$ cat src/hw/sac_pkg.sv
package sac_pkg;

  // ----------------------------------------------------------------
  // conversion framing
  // ----------------------------------------------------------------
  localparam int unsigned SAC_CONV_EDGES  = 16;     // clock cycles per conversion
  localparam int unsigned SAC_TRACK_CYC   = 3;      // track cycles at conversion start
  localparam int unsigned SAC_HOLD_CYC    = 13;     // hold and convert cycles
  localparam int unsigned SAC_RESULT_BITS = 12;     // result width
  localparam int unsigned SAC_CTRL_BITS   = 8;      // control byte width

  // falling edge numbers inside one conversion
  localparam logic [4:0] SAC_FALL_FIRST   = 5'h01;  // track entry
  localparam logic [4:0] SAC_FALL_HOLD    = 5'h04;  // hold entry, last leading zero
  localparam logic [4:0] SAC_FALL_LAST    = 5'h10;  // result lsb, power down after

  // rising edge index (0 based) of the last control bit
  localparam logic [3:0] SAC_RISE_CTRL_LAST = 4'h7;

  // ----------------------------------------------------------------
  // channel select control byte layout
  // ----------------------------------------------------------------
  localparam int unsigned SAC_CHAN_MSB    = 5;      // chan_sel_bit2
  localparam int unsigned SAC_CHAN_LSB    = 3;      // chan_sel_bit0
  localparam logic [2:0]  SAC_CHAN_RESET  = 3'h0;   // analog_channel_zero
  localparam logic [7:0]  SAC_CTRL_RESET  = 8'h00;

  // ----------------------------------------------------------------
  // successive approximation
  // ----------------------------------------------------------------
  localparam logic [11:0] SAC_SAR_FIRST   = 12'h800;
  localparam logic [11:0] SAC_SAR_RESET   = 12'h000;

  // pin synchroniser reset levels: select high, clock low, data low
  localparam logic [2:0]  SAC_PIN_RESET   = 3'h1;

  // ----------------------------------------------------------------
  // sequencer states
  // ----------------------------------------------------------------
  typedef enum logic [2:0] {
    SAC_IDLE,    // select high, clock gated off
    SAC_WAIT,    // select low, waiting for first clock fall
    SAC_TRACK,   // acquiring input
    SAC_HOLD,    // converting and shifting result
    SAC_DOWN     // after last fall, powered down until next conversion
  } sac_state_type;

endpackage

$ cat src/hw/sac_pin_sync.sv
module sac_pin_sync
  import sac_pkg::*;
#(
  parameter int unsigned        WIDTH     = 3,
  parameter logic [WIDTH-1:0]   RESET_VAL = '0
) (
  input  wire logic             clock,
  input  wire logic             rst_b,
  input  wire logic [WIDTH-1:0] pinIn,
  output logic      [WIDTH-1:0] level,
  output logic      [WIDTH-1:0] levelPrev
);

  typedef struct packed {
    logic [WIDTH-1:0] meta;
    logic [WIDTH-1:0] sync;
    logic [WIDTH-1:0] hist;
  } sac_sync_type;

  sac_sync_type r_q;
  sac_sync_type r_d;

  // two stage synchroniser plus one history stage for edge detection
  always_comb begin
    r_d      = r_q;
    r_d.meta = pinIn;
    r_d.sync = r_q.meta;
    r_d.hist = r_q.sync;
  end

  always_ff @(posedge clock or negedge rst_b) begin
    if (!rst_b) begin
      r_q <= {RESET_VAL, RESET_VAL, RESET_VAL};
    end else begin
      r_q <= r_d;
    end
  end

  assign level     = r_q.sync;
  assign levelPrev = r_q.hist;

endmodule

$ cat src/hw/sac_conv_ctrl.sv
// Summary of operation
// track the input for three cycles
// hold and convert for thirteen cycles
// select low frames; its edges bound frames
// host gives multiples of sixteen rising edges
// output driven only while select low
// clock ignored while select high
// four zeros, then result msb first
// each sixteen edges, track again, hold at four
// select falls, clock high: wait next fall
// select falls, clock low: fall counts first
// any order of select and clock falls
// control byte on first eight rising edges
// captured channel used by next conversion
// host sends fresh control each conversion
// channel field is bits five to three
// channel code is plain binary index
// channel zero after power up
// result is straight binary code
// powered while select low, down after fall 16
// select may rise at any clock level
// each sixteen edge group loads next channel
// host samples output on rising edges
module sac_conv_ctrl
  import sac_pkg::*;
(
  input  wire logic        clock,
  input  wire logic        rst_b,
  input  wire logic        selectInN,
  input  wire logic        shiftClk,
  input  wire logic        serialIn,
  output logic             serialOut,
  output logic             serialOutOe,
  input  wire logic        compAbove,
  output logic [11:0]      dacCode,
  output logic [2:0]       chanSel,
  output logic             trackActive,
  output logic             holdActive,
  output logic             powerUp
);

  // ----------------------------------------------------------------
  // state record
  // ----------------------------------------------------------------
  typedef struct packed {
    sac_state_type state;
    logic [4:0]    fallCnt;    // falling edge number in this conversion
    logic [3:0]    riseCnt;    // rising edge index, wraps every sixteen
    logic [7:0]    ctrlShift;  // channel select control shifter
    logic [2:0]    nextChan;   // channel for the next conversion
    logic [2:0]    convChan;   // channel of the running conversion
    logic [11:0]   sarCode;    // trial and result code
    logic [11:0]   sarMask;    // bit under trial
    logic          sdo;
    logic          oe;
  } sac_regs_type;

  sac_regs_type r_q;
  sac_regs_type r_d;

  // ----------------------------------------------------------------
  // pin synchronisation and edge detection
  // ----------------------------------------------------------------
  logic [2:0] pinLevel;
  logic [2:0] pinPrev;

  sac_pin_sync #(
    .WIDTH     (3),
    .RESET_VAL (SAC_PIN_RESET)
  ) u_pin_sync (
    .clock     (clock),
    .rst_b     (rst_b),
    .pinIn     ({serialIn, shiftClk, selectInN}),
    .level     (pinLevel),
    .levelPrev (pinPrev)
  );

  logic csHigh;
  logic sclkLow;
  logic sclkRise;
  logic sclkFall;
  logic dinBit;

  // levels and edges of the synchronised pins
  assign csHigh   = pinLevel[0];
  assign sclkLow  = !pinLevel[1];
  assign sclkRise = pinLevel[1] && !pinPrev[1];
  assign sclkFall = !pinLevel[1] && pinPrev[1];
  assign dinBit   = pinLevel[2];

  // ----------------------------------------------------------------
  // helpers
  // ----------------------------------------------------------------
  // pick the channel index out of a control byte
  function automatic logic [2:0] chanField(input logic [7:0] ctrl);
    chanField = ctrl[SAC_CHAN_MSB:SAC_CHAN_LSB];  // other bits ignored
  endfunction

  // ----------------------------------------------------------------
  // sequencer
  // ----------------------------------------------------------------
  logic [7:0]  ctrlNext;
  logic [4:0]  fallNext;

  assign ctrlNext = {r_q.ctrlShift[6:0], dinBit};
  assign fallNext = r_q.fallCnt + 5'h01;

  always_comb begin
    r_d = r_q;
    if (csHigh) begin
      // select high ends the frame and gates the clock
      r_d.state   = SAC_IDLE;
      r_d.oe      = 1'b0;      // output released
      r_d.sdo     = 1'b0;
      r_d.fallCnt = 5'h00;
    end else begin
      r_d.oe = 1'b1;           // output driven while select low
      if (r_q.state == SAC_IDLE) begin
        // frame start; control bits count from here
        r_d.riseCnt = 4'h0;
        if (sclkLow) begin
          // select fall stands for the first clock fall
          r_d.state    = SAC_TRACK;
          r_d.fallCnt  = SAC_FALL_FIRST;
          r_d.convChan = r_q.nextChan;
          r_d.sdo      = 1'b0;
        end else begin
          r_d.state = SAC_WAIT;  // track begins on next fall
        end
      end else begin
        // rising edges: control byte capture per sixteen edge group
        if (sclkRise) begin
          r_d.riseCnt = r_q.riseCnt + 4'h1;
          if (r_q.riseCnt <= SAC_RISE_CTRL_LAST) begin
            r_d.ctrlShift = ctrlNext;  // first eight rises
          end
          if (r_q.riseCnt == SAC_RISE_CTRL_LAST) begin
            r_d.nextChan = chanField(ctrlNext);  // applies next time
          end
        end
        // falling edges: phase and data output
        if (sclkFall) begin
          unique case (r_q.state)
            SAC_WAIT, SAC_DOWN: begin
              // new conversion starts in track
              r_d.state    = SAC_TRACK;
              r_d.fallCnt  = SAC_FALL_FIRST;
              r_d.convChan = r_q.nextChan;
              r_d.sdo      = 1'b0;
            end
            SAC_TRACK: begin
              r_d.fallCnt = fallNext;
              r_d.sdo     = 1'b0;    // leading zeros
              if (fallNext == SAC_FALL_HOLD) begin
                // three track cycles done, sample held
                r_d.state   = SAC_HOLD;
                r_d.sarCode = SAC_SAR_FIRST;
                r_d.sarMask = SAC_SAR_FIRST;
              end
            end
            SAC_HOLD: begin
              // one approximation step per fall, bit goes out msb first
              r_d.fallCnt = fallNext;
              r_d.sdo     = compAbove;
              r_d.sarCode = (compAbove ? r_q.sarCode : (r_q.sarCode & ~r_q.sarMask))
                            | (r_q.sarMask >> 1);
              r_d.sarMask = r_q.sarMask >> 1;
              if (fallNext == SAC_FALL_LAST) begin
                r_d.state = SAC_DOWN;  // power down until next first fall
              end
            end
            SAC_IDLE: begin
              r_d.state = SAC_IDLE;
            end
          endcase
        end
      end
    end
  end

  // state register; channel zero after power up
  always_ff @(posedge clock or negedge rst_b) begin
    if (!rst_b) begin
      r_q <= '{state:     SAC_IDLE,
               fallCnt:   5'h00,
               riseCnt:   4'h0,
               ctrlShift: SAC_CTRL_RESET,
               nextChan:  SAC_CHAN_RESET,
               convChan:  SAC_CHAN_RESET,
               sarCode:   SAC_SAR_RESET,
               sarMask:   SAC_SAR_RESET,
               sdo:       1'b0,
               oe:        1'b0};
    end else begin
      r_q <= r_d;
    end
  end

  // ----------------------------------------------------------------
  // outputs
  // ----------------------------------------------------------------
  // phase decode and analog controls
  assign serialOut   = r_q.sdo;
  assign serialOutOe = r_q.oe;
  assign dacCode     = r_q.sarCode;
  assign chanSel     = r_q.convChan;
  assign trackActive = (r_q.state == SAC_TRACK);
  assign holdActive  = (r_q.state == SAC_HOLD);
  assign powerUp     = (r_q.state == SAC_WAIT) || trackActive || holdActive;
endmodule

$ cat config.mk
export PLATFORM = sky130hd
export DESIGN_NAME = sac_conv_ctrl
export DESIGN_NICKNAME = d
export VERILOG_FILES = /design/src/hw/sac_pkg.sv /design/src/hw/sac_pin_sync.sv /design/src/hw/sac_conv_ctrl.sv
export SDC_FILE = /design/constraint.sdc
export NUM_CORES = 1
export LEC_CHECK = 0
export ABC_CLOCK_PERIOD_IN_PS = 3100
export BUFFER_PORTS_ARGS = -buffer_cell sky130_fd_sc_hd__buf_2
export CELL_PAD_IN_SITES_DETAIL_PLACEMENT = 0
export CELL_PAD_IN_SITES_GLOBAL_PLACEMENT = 1
export CORE_MARGIN = 2
export CORE_UTILIZATION = 49
export DETAILED_ROUTE_END_ITERATION = 8
export MAX_ROUTING_LAYER = met4
export PLACE_DENSITY = 0.93
export SETUP_SLACK_MARGIN = 0.15
export SYNTH_ARGS = -nofsm -noshare
export SYNTH_HDL_FRONTEND = slang
export SYNTH_SLANG_ARGS = --single-unit
$ cat constraint.sdc
create_clock -name clock -period 3.1 [get_ports clock]
set_input_delay 0.31 -clock clock [delete_from_list [all_inputs] [get_ports clock]]
set_output_delay 0.31 -clock clock [all_outputs]
set_load 0.1 [all_outputs]
# After elaboration in Yosys (flattened, before gate mapping)
# Cells that the tools add are included.
totals:
  input_bits: 6
  regBits: 60
  output_inout_bits: 20
  elab_cells: 81
op_classes:
  reduce_logical: 25
  n_eq_ne: 12
  mux: 23
  addsub: 2
  n_bitwise: 5
  order_cmp: 1
op_table:
  columns: ["op", "count"]
  rows:
  - ["case mux 24 bit (2 select lines)", 1]
  - ["2-to-1 mux 28 bit", 1]
  - ["2-to-1 mux 12 bit", 2]
  - ["2-to-1 mux 24 bit", 1]
  - ["2-to-1 mux 8 bit", 3]
  - ["2-to-1 mux 3 bit", 6]
  - ["2-to-1 mux 15 bit", 1]
  - ["AND 12 bit", 1]
  - ["inverter 12 bit", 1]
  - ["bitwise OR 12 x 11 -> 12 bit", 1]
  - ["AND reduction 4 bit", 3]
  - ["case mux 5 bit (2 select lines)", 1]
  - ["case mux 3 bit (3 select lines)", 1]
  - ["AND reduction 3 bit", 3]
  - ["!= test 4 x 1 -> 1 bit (second input constant)", 2]
  - ["nonzero test 2 bit", 4]
  - ["nonzero test 4 bit", 2]
  - ["equality test 3 x 2 -> 1 bit (second input constant)", 2]
  - ["adder 5 x 1 -> 5 bit (second input constant)", 1]
  - ["equality test 5 x 3 -> 1 bit (second input constant)", 1]
  - ["equality test 5 bit (second input constant)", 1]
  - ["2-to-1 mux 5 bit", 1]
  - ["AND reduction 5 bit", 1]
  - ["adder 4 x 1 -> 4 bit (second input constant)", 1]
  - ["19 further kinds", 26]

# Depth between registers and ports, before layout
# Gate-level depths: netlist of run 1.
logic_depth:
  depth_word: 8
  mapped_depth: 8
  ltp_nobuf: 6

# Cells and area by module
# A second synthesis of run 1 with hierarchy kept.
unflattened:
  cells_unflattened: 253
  hier_area_um2: 2687.6
by_module_without_submodules:
  columns: ["mod", "instances", "area_each_um2", "seq_area_each_um2", "cells_per_inst"]
  rows:
  - ["sac_conv_ctrl", 1, 2436.1, 1226.2, 241]
  - ["sac_pin_sync", 1, 251.5, 229.0, 12]

# Worst setup path before layout of run 1
# OpenSTA, ideal clock, no wires.
synth_path:
  path_kind: "register -> register"
  startpoint: "register r_q[50] (netlist name)"
  endpoint: "register r_q (netlist bit dacCode[5])"
  stages_incl_launch_ff: 8
  synth_period_minus_slack_ns: 2.363
  required_time_ns: 3.018
  setup_ns: 0.082
  slack_ns: 0.737
  arrival_ns: 2.280
  cell_sequence: "dfrtp_1 -> buf_2 -> nor2b_1 -> nand2_1 -> inv_1 -> clkbuf_1 -> o21ai_0 -> a31oi_1"
synth_via:
  elab_chain_cells: 3
  elab_cells_between_ends: 8
synth_rtl:
  columns: ["item", "line_no", "text"]
  rows:
  - ["from (decl)", "sac_conv_ctrl.sv:58", "sac_regs_type r_q;"]
  - ["from (signal assigned)", "sac_conv_ctrl.sv:184", "r_q <= '{state: SAC_IDLE,"]
  - ["from (signal assigned)", "sac_conv_ctrl.sv:195", "r_q <= r_d;"]
  - ["equality test 3 x 2 -> 1 bit (*)", null, null]
  - ["net holdActive", "sac_conv_ctrl.sv:38", "output logic holdActive,"]
  - ["nonzero test 2 bit (no line)", null, null]
  - ["AND reduction 5 bit (no line)", null, null]
# The timed path passes the listed nets; every way through them passes the cells marked *.
# A chain may end at the register's enable or synchronous reset.

# Worst setup path after layout of run 1
layout_path:
  startpoint: "register r_q[44] (netlist name)"
  endpoint: "register r_q (netlist bit dacCode[11])"
layout_via:
  elab_chain_cells: 4
layout_rtl:
  columns: ["item", "line_no", "text"]
  rows:
  - ["adder 5 x 1 -> 5 bit", "sac_conv_ctrl.sv:106", "assign fallNext = r_q.fallCnt + 5'h01;"]
  - ["equality test 5 x 3 -> 1 bit", "sac_conv_ctrl.sv:154", "if (fallNext == SAC_FALL_HOLD) begin"]
  - ["!= test 2 x 1 -> 1 bit (no line)", null, null]
  - ["AND reduction 5 bit (no line)", null, null]
# No other way between the ends.

==> flow_summary.toml, run 1 <==
[status]
status = "completed"

[power_and_ir_drop]
power_per_cell_area_nw_per_um2 = 775
leakage_nw = 1.30
vdd_drop_max_mv = 0.509
power_w = 0.00220

[timing]
hold_viol = 0
tns_ns = 0
max_freq_mhz = 414
post-route-min-period_ns = 2.41
relSlewSlack = 0.443
rsz0062_at_grt = "no"
min_period_over_period = 0.779
tightestPinTransition_ns = 0.836
setup_viol = 0
slew_viol_final = 0
layout_setup_ws_ns = 0.687
finClkSkew_ns = 0.00863

[routing]
first_pass_iters = 4
drc_errors = 0
wl_um = 4790
wl_per_cell_um = 14.1
ant_nets = 0
vias = 1850
vias_per_cell = 5.46
drt-initial-drc-count = 85

[clocking]
worstSkewPairLatency_ns = 0.31
ctsResizeCount = 0
cts_root_buffer = "clkbuf_8"
clk_pin_slew_ns = 0.11
cts_buffer_depth = 2
clock-sinks = 56
cts_max_level = 2
cts_made_buffers = 5
cts_tree = "done"

[logic_synthesis]
yosys_warnings = 0
synth_area_leaders = "dfrtp_1 51%, nand2_1 5.7%, mux2_2 5.5%"
synth.distinct_cells = 44
ys_seq_area_frac = 0.528
synth_top_area_share = 0.509
synth.most_common_cell = "dfrtp_1"
synth_edf_count = 0
synth_flop_cell = "dfrtp_1"
async_flop_share = 1.00
synth_area_um2 = 2660
syn_inst = 258
ys_ff_latch = 56
syn_nets = 267
synth.avg_cell_area_um2 = 10.3
synth_commonest_cells = "54 x dfrtp_1, 40 x nand2_1, 23 x o21ai_0, 17 x a21oi_1, 16 x buf_4"
synth_top_cell_by_area = "dfrtp_1"

[critical_path]
reg2reg_to = "dacCode[11]"
critical_path.slowest_cell = "dfrtp_1"
required_ns = 3.31
crit_chain = "ha_1 > xnor2_1 > a2111oi_4 > o21ai_2 > or3_1 > a22o_1"
worst-path-max-fanout = 23
path_buf_inv = 0
arrival_ns = 2.63
crit_path_start = "r_q[44]"
worstReg2RegStart = "r_q[44]"
cp-endpoint = "dacCode[11]"
path_depth = 6
rrSetupSlack_ns = 0.69
critPathTopFamily = "compound AO/OA/AOI/OAI gates"
slowest_delay_ns = 0.48
start_kind = "flip-flop"
r2r.worst_path.cells = 6
end_kind = "flip-flop"
worstSetupPathType = "reg -> reg"

[floorplanning]
die_y_um = 77.6
die_w_um = 77.6
io_pins = 26
std_cell_rows = 26
core_area_um2 = 5170
dieArea_um2 = 6030
initial_core_util = 0.514

[final_layout]
nets = 277
diodes = 0
area_delta_synth_final_pct = 6.74
drive_gt1_frac = 0.230
final_util = 0.548
num-fill-cells = 466

[global_route]
antenna_found_initial = 0
grt_max_degree = 24
grt_use_total = 0.181
grt_first_pass_wirelength_um = 8420
grt_overflow_total = 0
grt_pass1_vias = 1782

[placement]
dpl_worst_slack_ns = 0.721
portBuffers = 25
globalplace.congestion = 0.811
place_hpwl_um = 3350

[run]
cap_violations = 0

[hold_path]
hold_path_class = "in -> reg"
-- routing by layer --
| layer | share of wire | GRT usage | routed length (um) |
|---|---|---|---|
| met2 | 0.47 | 0.276 | 2240 |
| met1 | 0.48 | 0.236 | 2310 |
| met5 | 0 | - | 0 |
| met3 | 0.029 | 0.0372 | 141 |
| met4 | 0.021 | 0.0768 | 101 |
-- per-stage QoR --
stage	area (um^2)	std cells	hold WS, ns
finish	2840	339	0.0818
global route	2840	339	0.0605
CTS	2840	339	0.0743
detailed placement	2730	330	0.295
global placement	2730	330	0.285
floorplan	2660	258	0.0144
-- worst min-delay path by stage --
stage	cells after the start	slack, ns	start	to
final	1	0.08	selectInN	u_pin_sync.r_d[3]
after detailed placement	1	0.29	rst_b	ctrlNext[3]
after global placement	1	0.29	rst_b	ctrlNext[3]
after floorplan	0	0.01	rst_b	chanSel[0]
after CTS	1	0.07	selectInN	u_pin_sync.r_d[3]
after global routing	1	0.06	selectInN	u_pin_sync.r_d[3]
-- layout make-up --
cell class / instances / area [um^2] / share of cell area
Multi-Input combinational cell: 162 / 1030 / 0.365
Sequential cell: 56 / 1400 / 0.495
Clock inverter: 3 / 26.3 / 0.00927
Timing Repair Buffer: 30 / 165 / 0.0583
Tap cell: 70 / 87.6 / 0.0309
Inverter: 13 / 48.8 / 0.0172
Clock buffer: 5 / 68.8 / 0.0243
-- state kept, by name, indices dropped and copies added, names as in the netlist --
signal and flops:
serialOut 1, serialOutOe 1, u_pin_sync.level 3, u_pin_sync.levelPrev 1, u_pin_sync.r_d 3, r_q 27, dacCode 12, chanSel 3
ctrlNext 5
-- power by group --
part / leakage, nW / total, W / switching (W) / internal, W
combinational: 0.532 / 0.000846 / 0.000700 / 0.000145
clock: 0.0491 / 0.000419 / 0.000252 / 0.000167
sequential: 0.714 / 0.000933 / 0.0000842 / 0.000849
-- cells by family (layout without fill, tap and decap cells) --
| family | Yosys count | count (layout) | synth area share |
|---|---|---|---|
| AO/OA/AOI/OAI | 66 | 66 | 0.156 |
| multiplexers | 14 | 14 | 0.0589 |
| XOR/XNOR | 2 | 2 | 0.00660 |
| flip-flops | 56 | 56 | 0.528 |
| buffers and inverters | 40 | 51 | 0.0820 |
| AND/OR/NAND/NOR | 75 | 75 | 0.146 |
| adder cells (fa/ha/maj) | 5 | 5 | 0.0217 |
-- worst reg2reg max path, cell delays in order, from the launching register on --
cell	delay, ns
dfrtp_1	0.48
ha_1	0.32
xnor2_1	0.19
a2111oi_4	0.44
o21ai_2	0.32
or3_1	0.39
a22o_1	0.18
-- layout by cell type (no fill, tap or decap), types with 3 or more instances in the layout --
| cell type | n |
|---|---|
| ha_1 | 3 |
| inv_1 | 13 |
| a21oi_1 | 17 |
| nor2b_1 | 3 |
| clkbuf_8 | 5 |
| nand2_1 | 40 |
| buf_2 | 25 |
| nor2_1 | 6 |
| mux2_2 | 13 |
| nand3_1 | 4 |
| a31oi_1 | 7 |
| or3_1 | 3 |
| o21ai_0 | 23 |
| a22oi_1 | 7 |
| dfrtp_1 | 54 |
| o31ai_1 | 3 |
| buf_4 | 4 |
-- what timing repair did --
| item | 4_1_cts | 5_1_grt |
|---|---|---|
| hold endpoints to repair | 19 | 0 |
| setup buffers | 0 | 0 |
| hold buffers | 1 | 0 |
No activity file was read; power rests on OpenSTA's default activity.
==> run 2, diff against run 1 <==
Settings changed: ABC_AREA set to 1, ABC_CLOCK_PERIOD_IN_PS 3100 to 1980, CORE_UTILIZATION 49 to 40, PLACE_DENSITY 0.93 to 0.85.
Clock period 3.1 ns to 1.98 ns, I/O delays scaled along.
==> run 2 against run 1 <==
Setup slack worse by 0.45 ns. Count of clock-buffer cells in the layout did not move. Critical path depth shrank 2. Die area grew 25%. Routed wire length up 11%. Register-to-register slack got worse by 0.36 ns. Flip-flop and latch count unchanged. Combinational power rose to 2.6 times the previous value. Critical path type is now reg -> out. Largest cell class unchanged. Largest power group is now combinational logic.
==> flow_summary.toml, run 2 <==
[floorplanning]
core_area_um2 = 6720
die_w_um = 87.0
die_y_um = 87.0
io_pins = 26
dieArea_um2 = 7560
std_cell_rows = 30
initial_core_util = 0.410

[critical_path]
arrival_ns = 1.54
worst-path-max-fanout = 4
crit_chain = "nor2_2 > nand2_1 > clkinvlp_4 > buf_4"
rrSetupSlack_ns = 0.33
worstSetupPathType = "reg -> out"
start_kind = "flip-flop"
r2r.worst_path.cells = 10
end_kind = "primary output"
slowest_delay_ns = 0.44
critPathTopFamily = "flip-flops"
path_depth = 4
path_buf_inv = 2
critical_path.slowest_cell = "dfrtp_1"
required_ns = 1.78

[final_layout]
drive_gt1_frac = 0.222
largest-register = "r_q"
final_common_cell = "nand2_1"
largest_register_ff_count = 27
final_cell_mix = "79 x nand2_1, 53 x dfrtp_1, 46 x inv_1"
area_delta_synth_final_pct = 11.8
nets = 351
diodes = 0

[routing]
drc_errors = 0
vias = 2064
wl_um = 5330
drt-initial-drc-count = 132
wl_per_cell_um = 12.6
first_pass_iters = 4
ant_nets = 0
vias_per_cell = 4.88

[logic_synthesis]
synth.distinct_cells = 29
synth_flop_cell = "dfrtp_1"
synth.avg_cell_area_um2 = 8.60
syn_nets = 329
synth_area_leaders = "dfrtp_1 49%, nand2_1 11%, inv_1 6.4%"
synth_top_cell_by_area = "dfrtp_1"
yosys_warnings = 0
synth_area_um2 = 2750
syn_inst = 320
synth_edf_count = 0
synth.most_common_cell = "nand2_1"
async_flop_share = 1.00
synth_top_area_share = 0.491
synth_commonest_cells = "80 x nand2_1, 54 x dfrtp_1, 47 x inv_1, 34 x o21ai_0, 16 x buf_4"
ys_seq_area_frac = 0.510
ys_ff_latch = 56

[clocking]
cts_tree = "done"
cts_buffer_depth = 2
cts_max_level = 2
cts_made_buffers = 5
clk_pin_slew_ns = 0.10
clock-sinks = 56
cts_root_buffer = "clkbuf_8"
worstSkewPairLatency_ns = 0.32

[timing]
tns_ns = 0
max_freq_mhz = 574
setup_viol = 0
min_period_over_period = 0.880
relSlewSlack = 0.554
finClkSkew_ns = 0.00663
post-route-min-period_ns = 1.74
rsz0062_at_grt = "yes"
tightestPinTransition_ns = 0.669
slew_viol_final = 0
hold_viol = 0

[global_route]
grt_use_total = 0.150
grt_pass1_vias = 1906
grt_overflow_total = 0
antenna_found_initial = 0
grt_max_degree = 38
grt_first_pass_wirelength_um = 8760

[placement]
portBuffers = 25
place_hpwl_um = 3470
globalplace.congestion = 0.831

[hold_path]
hold_path_class = "in -> reg"
holdPathStages = 5

[power_and_ir_drop]
power_w = 0.00442
power_per_cell_area_nw_per_um2 = 1440
leakage_nw = 1.47
vdd_drop_max_mv = 1.02

[status]
status = "completed"

[run]
cap_violations = 0
[run 2: worst min-delay path: cells and delay by family]
kind            cells  cell delay [ns]
buf+inv             1             0.16
compound gates      1             0.07
simple gates        3             0.19
[run 2: final cells by class]
class | instances | area, um^2
fillers | 649 | 3640
inverters | 50 | 193
multi-input cells | 195 | 1050
clock buffers | 5 | 68.8
repair buffers | 34 | 233
well taps | 80 | 100
flip-flops and latches | 56 | 1410
clock inverters | 3 | 27.5
[run 2: kinds of logic (layout without fill, tap and decap cells)]
| kind of cell | Yosys count | in the layout | share of synthesized area |
|---|---|---|---|
| xor+xnor | 2 | 2 | 0.00636 |
| fa+ha+maj | 3 | 3 | 0.0136 |
| flops | 56 | 56 | 0.510 |
| compound gates | 62 | 62 | 0.130 |
| simple gates | 126 | 128 | 0.210 |
| buf+inv | 71 | 92 | 0.129 |
[run 2: final timing paths]
path / startpoint / to
max in group asynchronous: rst_b / u_pin_sync.r_d[5]
min reg2reg: u_pin_sync.r_d[5] / u_pin_sync.level[2]
min in group asynchronous: rst_b / r_q[48]
max: r_q[51] / trackActive
min: compAbove / dacCode[11]
max reg2reg: r_q[45] / dacCode[9]
[run 2: repair_timing]
item                                    4_1_cts  5_1_grt
pin swaps                                     0        2
buffers inserted                              0        2
gates cloned                                  0        2
hold endpoints to repair                     28        0
gates resized for setup                       2        6
hold buffers                                  4        0
endpoints found under the setup margin        3       25
[run 2: stage by stage]
stage | setup slack (ns) | hold slack, ns | area, um^2 | cells | util
2_1_floorplan | 0.175 | -0.0976 | 2760 | 320 | -
3_3_place_gp | 0.214 | 0.276 | 2870 | 407 | 0.427
3_5_place_dp | 0.152 | 0.283 | 2870 | 407 | 0.427
4_1_cts | 0.240 | 0.316 | 3020 | 419 | 0.449
5_1_grt | 0.136 | 0.365 | 3080 | 423 | 0.458
6_report | 0.238 | 0.343 | 3080 | 423 | 0.458
[run 2: where the power goes]
part | switching, W | internal (W)
Clock | 0.000405 | 0.000261
Combinational | 0.00177 | 0.000438
Sequential | 0.000182 | 0.00137
Total | 0.00235 | 0.00207
[run 2: metal layers]
layer	global-route usage	wire [um]	part of all wire	vias up
li1	-	-	-	1041
met1	0.205	2690	0.50	977
met2	0.221	2360	0.44	38
met3	0.0322	212	0.040	8
met4	0.0511	74	0.014	0
met5	-	0	0	-
